--- src/core/evreg_pkg.sv ---
/*
  Shared constants and carrier types for the converter event flag
  register bank and its indirect configuration access path.
  Assumes a single 250 MHz clock and a plain strobe register port.
*/
package evreg_pkg;

  // Register byte offsets
  localparam logic [7:0] OFF_EVENT_FLAGS = 8'h54;
  localparam logic [7:0] OFF_EVENT_ENABLES = 8'h50;
  localparam logic [7:0] OFF_BASE_OFFSET = 8'h60;
  localparam logic [7:0] OFF_IND_ADDRESS = 8'h64;
  localparam logic [7:0] OFF_IND_WRITE = 8'h68;
  localparam logic [7:0] OFF_IND_READ = 8'h6C;
  localparam logic [7:0] OFF_IND_STATUS = 8'h70;

  // Event flag layout
  localparam int FLAG_W = 11;
  localparam int BIT_FIFO_OVERFLOW = 10;
  localparam int BIT_FIFO_UNDERFLOW = 9;
  localparam int BIT_FIFO_LEVEL = 8;
  localparam int BIT_CLIPPED = 7;
  localparam int BIT_CONV_DONE = 6;
  localparam int BIT_SEQ_DONE = 5;
  localparam int BIT_SEQ_STARTED = 4;
  localparam int BIT_CMD_BEGIN = 3;
  localparam int BIT_CMD_ABORTED = 2;
  localparam int BIT_READY = 0;
  localparam logic [FLAG_W-1:0] FLAG_MASK = 11'h7FD;
  localparam logic [FLAG_W-1:0] FLAG_RESET = 11'h000;

  // Indirect access field widths and reset values
  localparam int BYTE_W = 8;
  localparam logic [BYTE_W-1:0] BYTE_RESET = 8'h00;
  localparam logic [BYTE_W-1:0] READ_RESET = 8'h00;
  localparam int STATUS_ERR_BIT = 0;

  // Cycles the core may take to acknowledge before the access errors
  localparam int ACK_TIMEOUT_NS = 64;
  localparam int CLOCK_NS = 4;
  localparam int ACK_TIMEOUT_CYC = ACK_TIMEOUT_NS / CLOCK_NS;
  localparam int TMO_W = 5;

  // Register port request
  typedef struct packed {
    logic wr;
    logic rd;
    logic [7:0] addr;
    logic [31:0] wdata;
  } reg_req_t;

  // Request toward the converter core configuration space
  typedef struct packed {
    logic req;
    logic write;
    logic [BYTE_W-1:0] addr;
    logic [BYTE_W-1:0] wdata;
  } cfg_req_t;

  // Answer from the converter core configuration space
  typedef struct packed {
    logic ack;
    logic [BYTE_W-1:0] rdata;
  } cfg_rsp_t;

endpackage

--- src/core/cfg_access.sv ---
/*
  Indirect configuration transaction engine: issues one read or write
  to the converter core, waits for acknowledge with a timeout, and
  reports read byte and error.
  Assumes the core answers on the same clock and holds ack one cycle.
*/
module cfg_access (
  input wire logic i_clock,
  input wire logic i_sys_rst,
  input wire logic i_start,
  input wire logic i_write,
  input wire logic [7:0] i_addr,
  input wire logic [7:0] i_wdata,
  input wire evreg_pkg::cfg_rsp_t i_rsp,
  output evreg_pkg::cfg_req_t o_req,
  output logic o_done,
  output logic o_error,
  output logic [7:0] o_rdata
);

  typedef enum logic [0:0] {IDLE, WAIT} state_t;
  state_t state_reg;
  logic [evreg_pkg::TMO_W-1:0] tmo_reg;

  ////////////////////////////////////////////////////////////////////
  // Sequence: a start while busy restarts the transaction
  always_ff @(posedge i_clock or posedge i_sys_rst) begin
    if (i_sys_rst) begin
      state_reg <= IDLE;
      tmo_reg <= '0;
      o_req <= '0;
      o_done <= 1'b0;
      o_error <= 1'b0;
      o_rdata <= evreg_pkg::READ_RESET;
    end else begin
      o_done <= 1'b0;
      if (i_start) begin
        state_reg <= WAIT;
        tmo_reg <= '0;
        o_req <= '{req: 1'b1, write: i_write, addr: i_addr,
                   wdata: i_wdata};
      end else begin
        unique case (state_reg)
          IDLE: begin
            o_req.req <= 1'b0;
          end
          WAIT: begin
            if (i_rsp.ack) begin
              state_reg <= IDLE;
              o_req.req <= 1'b0;
              o_done <= 1'b1;
              o_error <= 1'b0;
              if (!o_req.write) begin
                o_rdata <= i_rsp.rdata;
              end
            end else if (tmo_reg ==
                         evreg_pkg::TMO_W'(evreg_pkg::ACK_TIMEOUT_CYC)) begin
              // No acknowledge in time counts as a refused access
              state_reg <= IDLE;
              o_req.req <= 1'b0;
              o_done <= 1'b1;
              o_error <= 1'b1;
            end else begin
              tmo_reg <= tmo_reg + 1'b1;
            end
          end
        endcase
      end
    end
  end

endmodule

--- src/core/event_reg_bank.sv ---
/*
  Converter event flags, interrupt enables and indirect configuration
  register window.
  Assumes event inputs are one-cycle pulses from logic on i_clock and
  the register master follows the single-cycle strobe protocol.
*/
// The strobed register port was left to the implementer.
module event_reg_bank (
  input wire logic i_clock,
  input wire logic i_sys_rst,
  input wire logic i_wr,
  input wire logic i_rd,
  input wire logic [7:0] i_addr,
  input wire logic [31:0] i_wdata,
  input wire logic [10:0] i_events,
  input wire evreg_pkg::cfg_rsp_t i_cfg_rsp,
  output logic [31:0] o_rdata,
  output logic o_irq,
  output evreg_pkg::cfg_req_t o_cfg_req
);

  logic [evreg_pkg::FLAG_W-1:0] flags_reg;
  logic [evreg_pkg::FLAG_W-1:0] enables_reg;
  logic [7:0] base_reg;
  logic [7:0] address_reg;
  logic [7:0] write_byte_reg;
  logic status_reg;
  logic start;
  logic start_write;
  logic [7:0] eff_addr;
  logic eng_done;
  logic eng_error;
  logic [7:0] eng_rdata;
  evreg_pkg::reg_req_t req;

  // Widen a byte to a bus word
  function automatic logic [31:0] word8(input logic [7:0] b);
    word8 = {24'h000000, b};
  endfunction

  // Bus word to flag field
  function automatic logic [evreg_pkg::FLAG_W-1:0] flag_field(
      input logic [31:0] w);
    flag_field = w[evreg_pkg::FLAG_W-1:0] & evreg_pkg::FLAG_MASK;
  endfunction

  assign req = '{wr: i_wr, rd: i_rd, addr: i_addr, wdata: i_wdata};

  ////////////////////////////////////////////////////////////////////
  // Flags: an event in the clearing cycle still sets its flag
  always_ff @(posedge i_clock or posedge i_sys_rst) begin
    if (i_sys_rst) begin
      flags_reg <= evreg_pkg::FLAG_RESET;
    end else begin
      logic [evreg_pkg::FLAG_W-1:0] clr;
      clr = '0;
      if (req.wr && req.addr == evreg_pkg::OFF_EVENT_FLAGS) begin
        clr = flag_field(req.wdata);
      end
      // Bit 1 is reserved and never sets
      flags_reg <= (flags_reg & ~clr)
                   | (i_events & evreg_pkg::FLAG_MASK);
    end
  end

  // Enables: plain read/write mask of the flag layout
  always_ff @(posedge i_clock or posedge i_sys_rst) begin
    if (i_sys_rst) begin
      enables_reg <= evreg_pkg::FLAG_RESET;
    end else if (req.wr && req.addr == evreg_pkg::OFF_EVENT_ENABLES) begin
      enables_reg <= flag_field(req.wdata);
    end
  end

  // Interrupt level, registered for a clean output
  always_ff @(posedge i_clock or posedge i_sys_rst) begin
    if (i_sys_rst) begin
      o_irq <= 1'b0;
    end else begin
      o_irq <= |(flags_reg & enables_reg);
    end
  end

  ////////////////////////////////////////////////////////////////////
  // Indirect window registers
  always_ff @(posedge i_clock or posedge i_sys_rst) begin
    if (i_sys_rst) begin
      base_reg <= evreg_pkg::BYTE_RESET;
      address_reg <= evreg_pkg::BYTE_RESET;
      write_byte_reg <= evreg_pkg::BYTE_RESET;
    end else if (req.wr) begin
      if (req.addr == evreg_pkg::OFF_BASE_OFFSET) begin
        base_reg <= req.wdata[7:0];
      end
      if (req.addr == evreg_pkg::OFF_IND_ADDRESS) begin
        address_reg <= req.wdata[7:0];
      end
      if (req.addr == evreg_pkg::OFF_IND_WRITE) begin
        write_byte_reg <= req.wdata[7:0];
      end
    end
  end

  // A write to address or read byte starts a read, to write byte a write
  assign start_write = req.wr && req.addr == evreg_pkg::OFF_IND_WRITE;
  assign start = start_write || (req.wr &&
                 (req.addr == evreg_pkg::OFF_IND_ADDRESS ||
                  req.addr == evreg_pkg::OFF_IND_READ));

  // Target address uses the new address byte when it is being written
  assign eff_addr = 8'((req.addr == evreg_pkg::OFF_IND_ADDRESS ?
                        req.wdata[7:0] : address_reg) + base_reg);

  cfg_access u_cfg_access (
    .i_clock(i_clock),
    .i_sys_rst(i_sys_rst),
    .i_start(start),
    .i_write(start_write),
    .i_addr(eff_addr),
    .i_wdata(start_write ? req.wdata[7:0] : write_byte_reg),
    .i_rsp(i_cfg_rsp),
    .o_req(o_cfg_req),
    .o_done(eng_done),
    .o_error(eng_error),
    .o_rdata(eng_rdata)
  );

  // Error status: cleared at a start, set from the engine outcome
  always_ff @(posedge i_clock or posedge i_sys_rst) begin
    if (i_sys_rst) begin
      status_reg <= 1'b0;
    end else if (start) begin
      status_reg <= 1'b0;
    end else if (eng_done) begin
      status_reg <= eng_error;
    end
  end

  ////////////////////////////////////////////////////////////////////
  // Read data: one cycle after the strobe, zero otherwise and unmapped
  always_ff @(posedge i_clock or posedge i_sys_rst) begin
    if (i_sys_rst) begin
      o_rdata <= '0;
    end else if (req.rd) begin
      unique case (req.addr)
        evreg_pkg::OFF_EVENT_FLAGS: o_rdata <= {21'h000000, flags_reg};
        evreg_pkg::OFF_EVENT_ENABLES: o_rdata <= {21'h000000, enables_reg};
        evreg_pkg::OFF_BASE_OFFSET: o_rdata <= word8(base_reg);
        evreg_pkg::OFF_IND_ADDRESS: o_rdata <= word8(address_reg);
        evreg_pkg::OFF_IND_WRITE: o_rdata <= word8(write_byte_reg);
        evreg_pkg::OFF_IND_READ: o_rdata <= word8(eng_rdata);
        evreg_pkg::OFF_IND_STATUS: o_rdata <= {31'h00000000, status_reg};
        default: o_rdata <= '0;
      endcase
    end else begin
      o_rdata <= '0;
    end
  end

endmodule

--- config.mk ---
export PLATFORM = sky130hd
export DESIGN_NAME = event_reg_bank
export DESIGN_NICKNAME = d
export VERILOG_FILES = /design/src/core/evreg_pkg.sv /design/src/core/cfg_access.sv /design/src/core/event_reg_bank.sv
export SDC_FILE = /design/constraint.sdc
export NUM_CORES = 1
export LEC_CHECK = 0
export BUFFER_PORTS_ARGS = -buffer_cell sky130_fd_sc_hd__buf_2
export CORE_ASPECT_RATIO = 1.5
export CORE_MARGIN = 3
export CORE_UTILIZATION = 45
export DETAILED_ROUTE_END_ITERATION = 8
export PLACE_DENSITY = 0.7
export SYNTH_ARGS = -nofsm -noshare
export SYNTH_HDL_FRONTEND = slang
export SYNTH_SLANG_ARGS = --single-unit
--- constraint.sdc ---
create_clock -name i_clock -period 5.71 [get_ports i_clock]
set_clock_uncertainty 0.1 [all_clocks]
set_input_delay 0.2855 -clock i_clock [delete_from_list [all_inputs] [get_ports i_clock]]
set_output_delay 0.2855 -clock i_clock [all_outputs]
set_load 0.01 [all_outputs]
; ---- After elaboration in Yosys (flattened, before gate mapping)
; Index checks and enable logic that the tools add are counted.
[op_classes]
addsub = 2
multipliers = 0
n_div = 0
order_cmp = 0
n_eq_ne = 11
shifts = 0
muxes = 25
bitwise = 7
reduce_logical = 15
[op_table]
columns = operator, count
row1 = one-hot mux 11 bit (7 select lines), 1
row2 = equality test 8 x 7 -> 1 bit (second input constant), 7
row3 = 2-to-1 mux 32 bit, 1
row4 = bitwise AND 11 bit, 2
row5 = 2-to-1 mux 5 bit, 4
row6 = 2-to-1 mux 8 bit, 2
row7 = 2-to-1 mux 1 bit, 15
row8 = 2-to-1 mux 11 bit, 1
row9 = NOT 11 bit, 1
row10 = OR 11 bit, 1
row11 = OR reduction 11 bit, 1
row12 = adder 8 bit, 1
row13 = AND reduction 3 bit, 2
row14 = nonzero test 2 bit, 3
row15 = adder 5 x 1 -> 5 bit (second input constant), 1
row16 = equality test 5 bit (second input constant), 1
row17 = logical AND 1 bit, 4
row18 = != test 4 bit (second input constant), 1
row19 = AND reduction 2 bit, 2
row20 = AND reduction 4 bit, 1
row21 = NOT 1 bit, 3
row22 = logical OR 1 bit, 2
row23 = != test 2 x 1 -> 1 bit (second input constant), 1
row24 = != test 2 bit (second input constant), 1
row25 = one-hot mux 1 bit (2 select lines), 1
[totals]
regBits = 113
latchBits = 0
mem_bits_rw = 0
romBits = 0
input_bits = 64
output_inout_bits = 51
word_cells = 77
n_memories = 0

; ---- Logic depth before layout (Yosys ltp)
[depth]
word_depth = 6
depth_mapped = 12
depth_no_buf = 11

; ---- Cells and area by module
; Synthesis repeated with hierarchy kept, for this count alone.
[hier_totals]
cells_unflattened = 371
area_unflattened_um2 = 4709.5
[modules_own_cells]
columns = mod, n_inst, cells_each, area_each_um2, seq_area_each_um2
row1 = event_reg_bank, 1, 275, 3260.6, 1426.4
row2 = cfg_access, 1, 96, 1448.9, 850.8

; ---- Least setup slack after synthesis
; OpenSTA, ideal clock, no wires.
[synth_path]
path_kind = input to register
from = input port i_addr[4]
to = register u_cfg_access.o_req[14] in the netlist's numbering
setup_time_ps = 122
arrival_time_ps = 2392
required_ps = 5488
path_slack_ps = 3096
path_stages = 12
path_buffers = 1
path_cell_list = nor4bb_1 buf_2 nand2_1 mux2_2 ha_1 inv_1 fa_1 nand3b_1 a21boi_0 o21ai_0 mux2i_1 nand2_1
[synth_between]
elab_chain_len = 4
[synth_lines]
columns = item, line_no
row1 = start: declaration, event_reg_bank.sv:13  ; input wire logic [7:0] i_addr,
row2 = branches (longest 4 deep; another with adder 8 bit), n/a
row3 = end signal: assignment, cfg_access.sv:40  ; o_req <= '{req: 1'b1, write: i_write, addr: i_addr,
row4 = end: declaration, cfg_access.sv:15  ; output evreg_pkg::cfg_req_t o_req,
; Several ways; the timed one is not identified.
; A chain may end at the register's enable or synchronous reset.

; ---- Final worst setup path
[layout_path]
from = input port i_addr[2]
to = register u_cfg_access.o_req[14] in the netlist's numbering
; Same word-level chain as after synthesis.

==> results.py <==
metrics = {
    "outcome": {
        "outcome": "completed",
    },
    "clock_tree": {
        "cts_setup_buffers": 0,
        "cts_made_buffers": 9,
        "htree_levels": 3,
        "clk_latency_ns": 0.34,
        "clock_path_buffers": 2,
        "path_clk_slew_ns": 0.06,
        "cts_tree": "built",
        "root_buffer": "clkbuf_16",
        "clkSinkCount": 91,
    },
    "timing": {
        "maxSlewViolCount": 0,
        "setup_violations": 0,
        "whs_ns": 0.02971,
        "rsz0062_at_grt": "no",
        "worst_pin_slew_ns": 0.8208,
        "period_share_pct": 52.55,
        "fin_tns_setup_ns": 0,
        "max_freq_mhz": 333.3,
        "setup_ws_ns": 2.710,
        "finalCriticalPeriod_ns": 3.000,
        "finalHoldViolations": 0,
        "slew_headroom_pct": 45.22,
    },
    "flow_run": {
        "drv_cap": 0,
    },
    "setup_path": {
        "crit_top_cell": "nand2_1",
        "critical_path_buf_inv_count": 3,
        "path_max_fanout": 13,
        "critical_path_class": "in2reg",
        "cp-end-kind": "register",
        "arrival_ns": 3.13,
        "path_delay_family": "simple AND/OR/NAND/NOR gates",
        "cp_cell_sequence": "buf_2, nor4b_2, buf_4, nand2_1, mux2_2, ha_1, inv_1, fa_1, nand3b_1, a21boi_0, o21ai_0, mux2i_1, nand2_1",
        "critPathRequiredTime_ns": 5.84,
        "start_kind": "input port",
        "slowest_stage": "fa_1",
        "max_stage_delay_ns": 0.39,
    },
    "placed_design": {
        "placedCellCount": 542,
        "dp_hpwl_mm": 7.465,
        "placement.io_buffers": 71,
        "gp_congestion": 0.8736,
        "dp_worst_setup_slack_ns": 2.349,
    },
    "power": {
        "total_leakage_power_nw": 2.663,
        "vdd.ir_drop.worst_uv": 152.4,
        "p_per_area_nw_per_um2": 264.3,
    },
    "detailed_routing": {
        "post_drt_wl_per_cell_microns": 17.88,
        "first_pass_iters": 4,
        "dr_wl_met3_microns": 466,
        "drtIter0Drc": 106,
        "drc": 0,
        "vias": 3089,
        "routed_wl_mm": 9.994,
        "route.met2.wl_mm": 5.098,
        "wl_met1_mm": 4.115,
        "ant_nets": 0,
        "avgViaCountPerCell": 5.526,
        "routed.top_layer": "met4",
    },
    "synth": {
        "synth_edf_count": 0,
        "synth_top_area_cell": "dfrtp_1",
        "ys_seq_elements": 91,
        "synthArstFlopShare_pct": 100.0,
        "synth_warnings": 0,
        "synth.area.top_cells": "dfrtp_1, mux2_2, buf_4, mux2_4, ha_1",
        "synth_cell_types": 56,
        "synth_top_cell_area_share_pct": 49.58,
        "synthesis.area_sq_um": 4593,
        "seq_area_frac_synth_pct": 49.58,
        "syn_avg_cell_area_sq_um": 12.58,
        "synthCells": 365,
        "synthFlopType": "dfrtp_1",
    },
    "layout": {
        "largest_registers": "u_cfg_access.o_req: 18 flops, o_rdata: 11 flops",
        "diodes": 0,
        "largest_reg_flops": 18,
        "final_nets": 515,
        "top_register": "u_cfg_access.o_req",
        "drive_gt1_share_pct": 39.19,
        "fin_cells": 559,
        "area_delta_synth_final_pct": 14.93,
        "final_util_pct": 53.87,
    },
    "floorplanning": {
        "die_w_microns": 88.49,
        "pin_count": 115,
        "start_util_pct": 46.87,
        "die_area_sq_um": 11480,
        "row_count": 44,
        "core_area_sq_um": 9799,
        "die_h_microns": 129.7,
    },
    "global_routing": {
        "grt_pass1_vias": 3117,
        "grt_pass1_wl_mm": 16.00,
        "grt_max_degree": 65,
        "grt_util_all_layers_pct": 18.62,
        "grt-ovfl-total": 0,
        "antenna_found_initial": 0,
    },
    "worst_hold_path": {
        "min_path_type": "in2reg",
    },
}
==> final cells by class <==
cell class | count | area, sq um
tap | 115 | 143.9
sequential | 91 | 2277
clock inverter | 3 | 21.27
inverter | 7 | 27.53
timing repair buffer | 75 | 387.9
fill | 869 | 4521
multi-input combinational | 255 | 2151
clock buffer | 13 | 270.3
==> cells in the mapped netlist (3+ instances only) <==
master / number
dfrtp_1: 91
inv_1: 6
nor2_1: 11
mux2_4: 10
nand4_1: 4
a22oi_1: 14
mux4_2: 6
nor3_1: 3
buf_4: 22
mux2i_1: 3
nand3_1: 4
xor2_1: 6
buf_2: 9
mux2_2: 50
a21o_1: 11
ha_1: 11
a21oi_1: 12
nand2_1: 35
a31oi_1: 4
o21ai_0: 6
==> timing repair <==
action | in CTS | in global routing
gates resized for setup | 0 | 0
hold endpoints to repair | 27 | 0
hold buffers | 1 | 0
==> power by group <==
part,total (mW),internal (mW),switching [mW]
clock network,0.571,0.331,0.240
logic,0.132,0.0599,0.0722
registers,0.692,0.673,0.0191
total,1.40,1.06,0.332
==> logic make-up after synthesis <==
group,Yosys count,share of synthesized area [%]
buf+inv,39,5.230
mux,69,19.12
flops,91,49.58
fa+ha+maj,12,3.432
compound gates,57,8.254
other cells,1,0.08164
xor+xnor,8,1.526
simple gates,88,12.78
==> per-stage QoR <==
stage / total power, mW / instance area [sq um]
finish: 1.395 / 5279
global route: 1.453 / 5279
CTS: 1.408 / 5279
detailed placement: 0.8369 / 4977
global placement: 0.8323 / 4977
floorplan: 0.7948 / 4668
==> worst paths after layout <==
check / start / endpoint / slack [ns] / cells past startpoint
worst max-delay path: i_addr[2] / u_cfg_access.o_req[14] / 2.71 / 13
worst min-delay path: i_events[8] / flags_reg[8] / 0.03 / 2
min in group asynchronous: i_sys_rst / u_cfg_access.o_req[8] / 0.39 / 3
worst min register to register: u_cfg_access.o_req[17] / u_cfg_access.o_req[17] / 0.37 / 2
max in group asynchronous: i_sys_rst / write_byte_reg[2] / 3.97 / 4
worst max register to register: address_reg[0] / u_cfg_access.o_req[14] / 3.55 / 9
==> per-layer routing <==
metal / GRT usage, % / up-vias
met3: 4.359 / 26
li1: - / 1426
met4: 9.698 / 0
met1: 22.82 / 1525
met2: 30.32 / 112
met5: 0 / -
==> worst register-to-register path, cell delays in order, from the launching register on <==
cell and delay (ns):
dfrtp_1 0.37, mux2_2 0.16, ha_1 0.15, inv_1 0.06, fa_1 0.39, nand3b_1 0.19
a21boi_0 0.26, o21ai_0 0.15, mux2i_1 0.16, nand2_1 0.06
==> placed cells by master (no fill, tap or decap), drive strengths merged, types with 5 or more instances in the layout <==
cell	n
ha	11
conb	21
buf	74
nand3	6
nor2	15
mux4	6
a21o	11
dfrtp	91
nand2	36
xor2	6
inv	6
nand4b	5
a22oi	14
o21ai	8
mux2	60
clkbuf	13
a21oi	12
(Power assumes the default switching activity.)
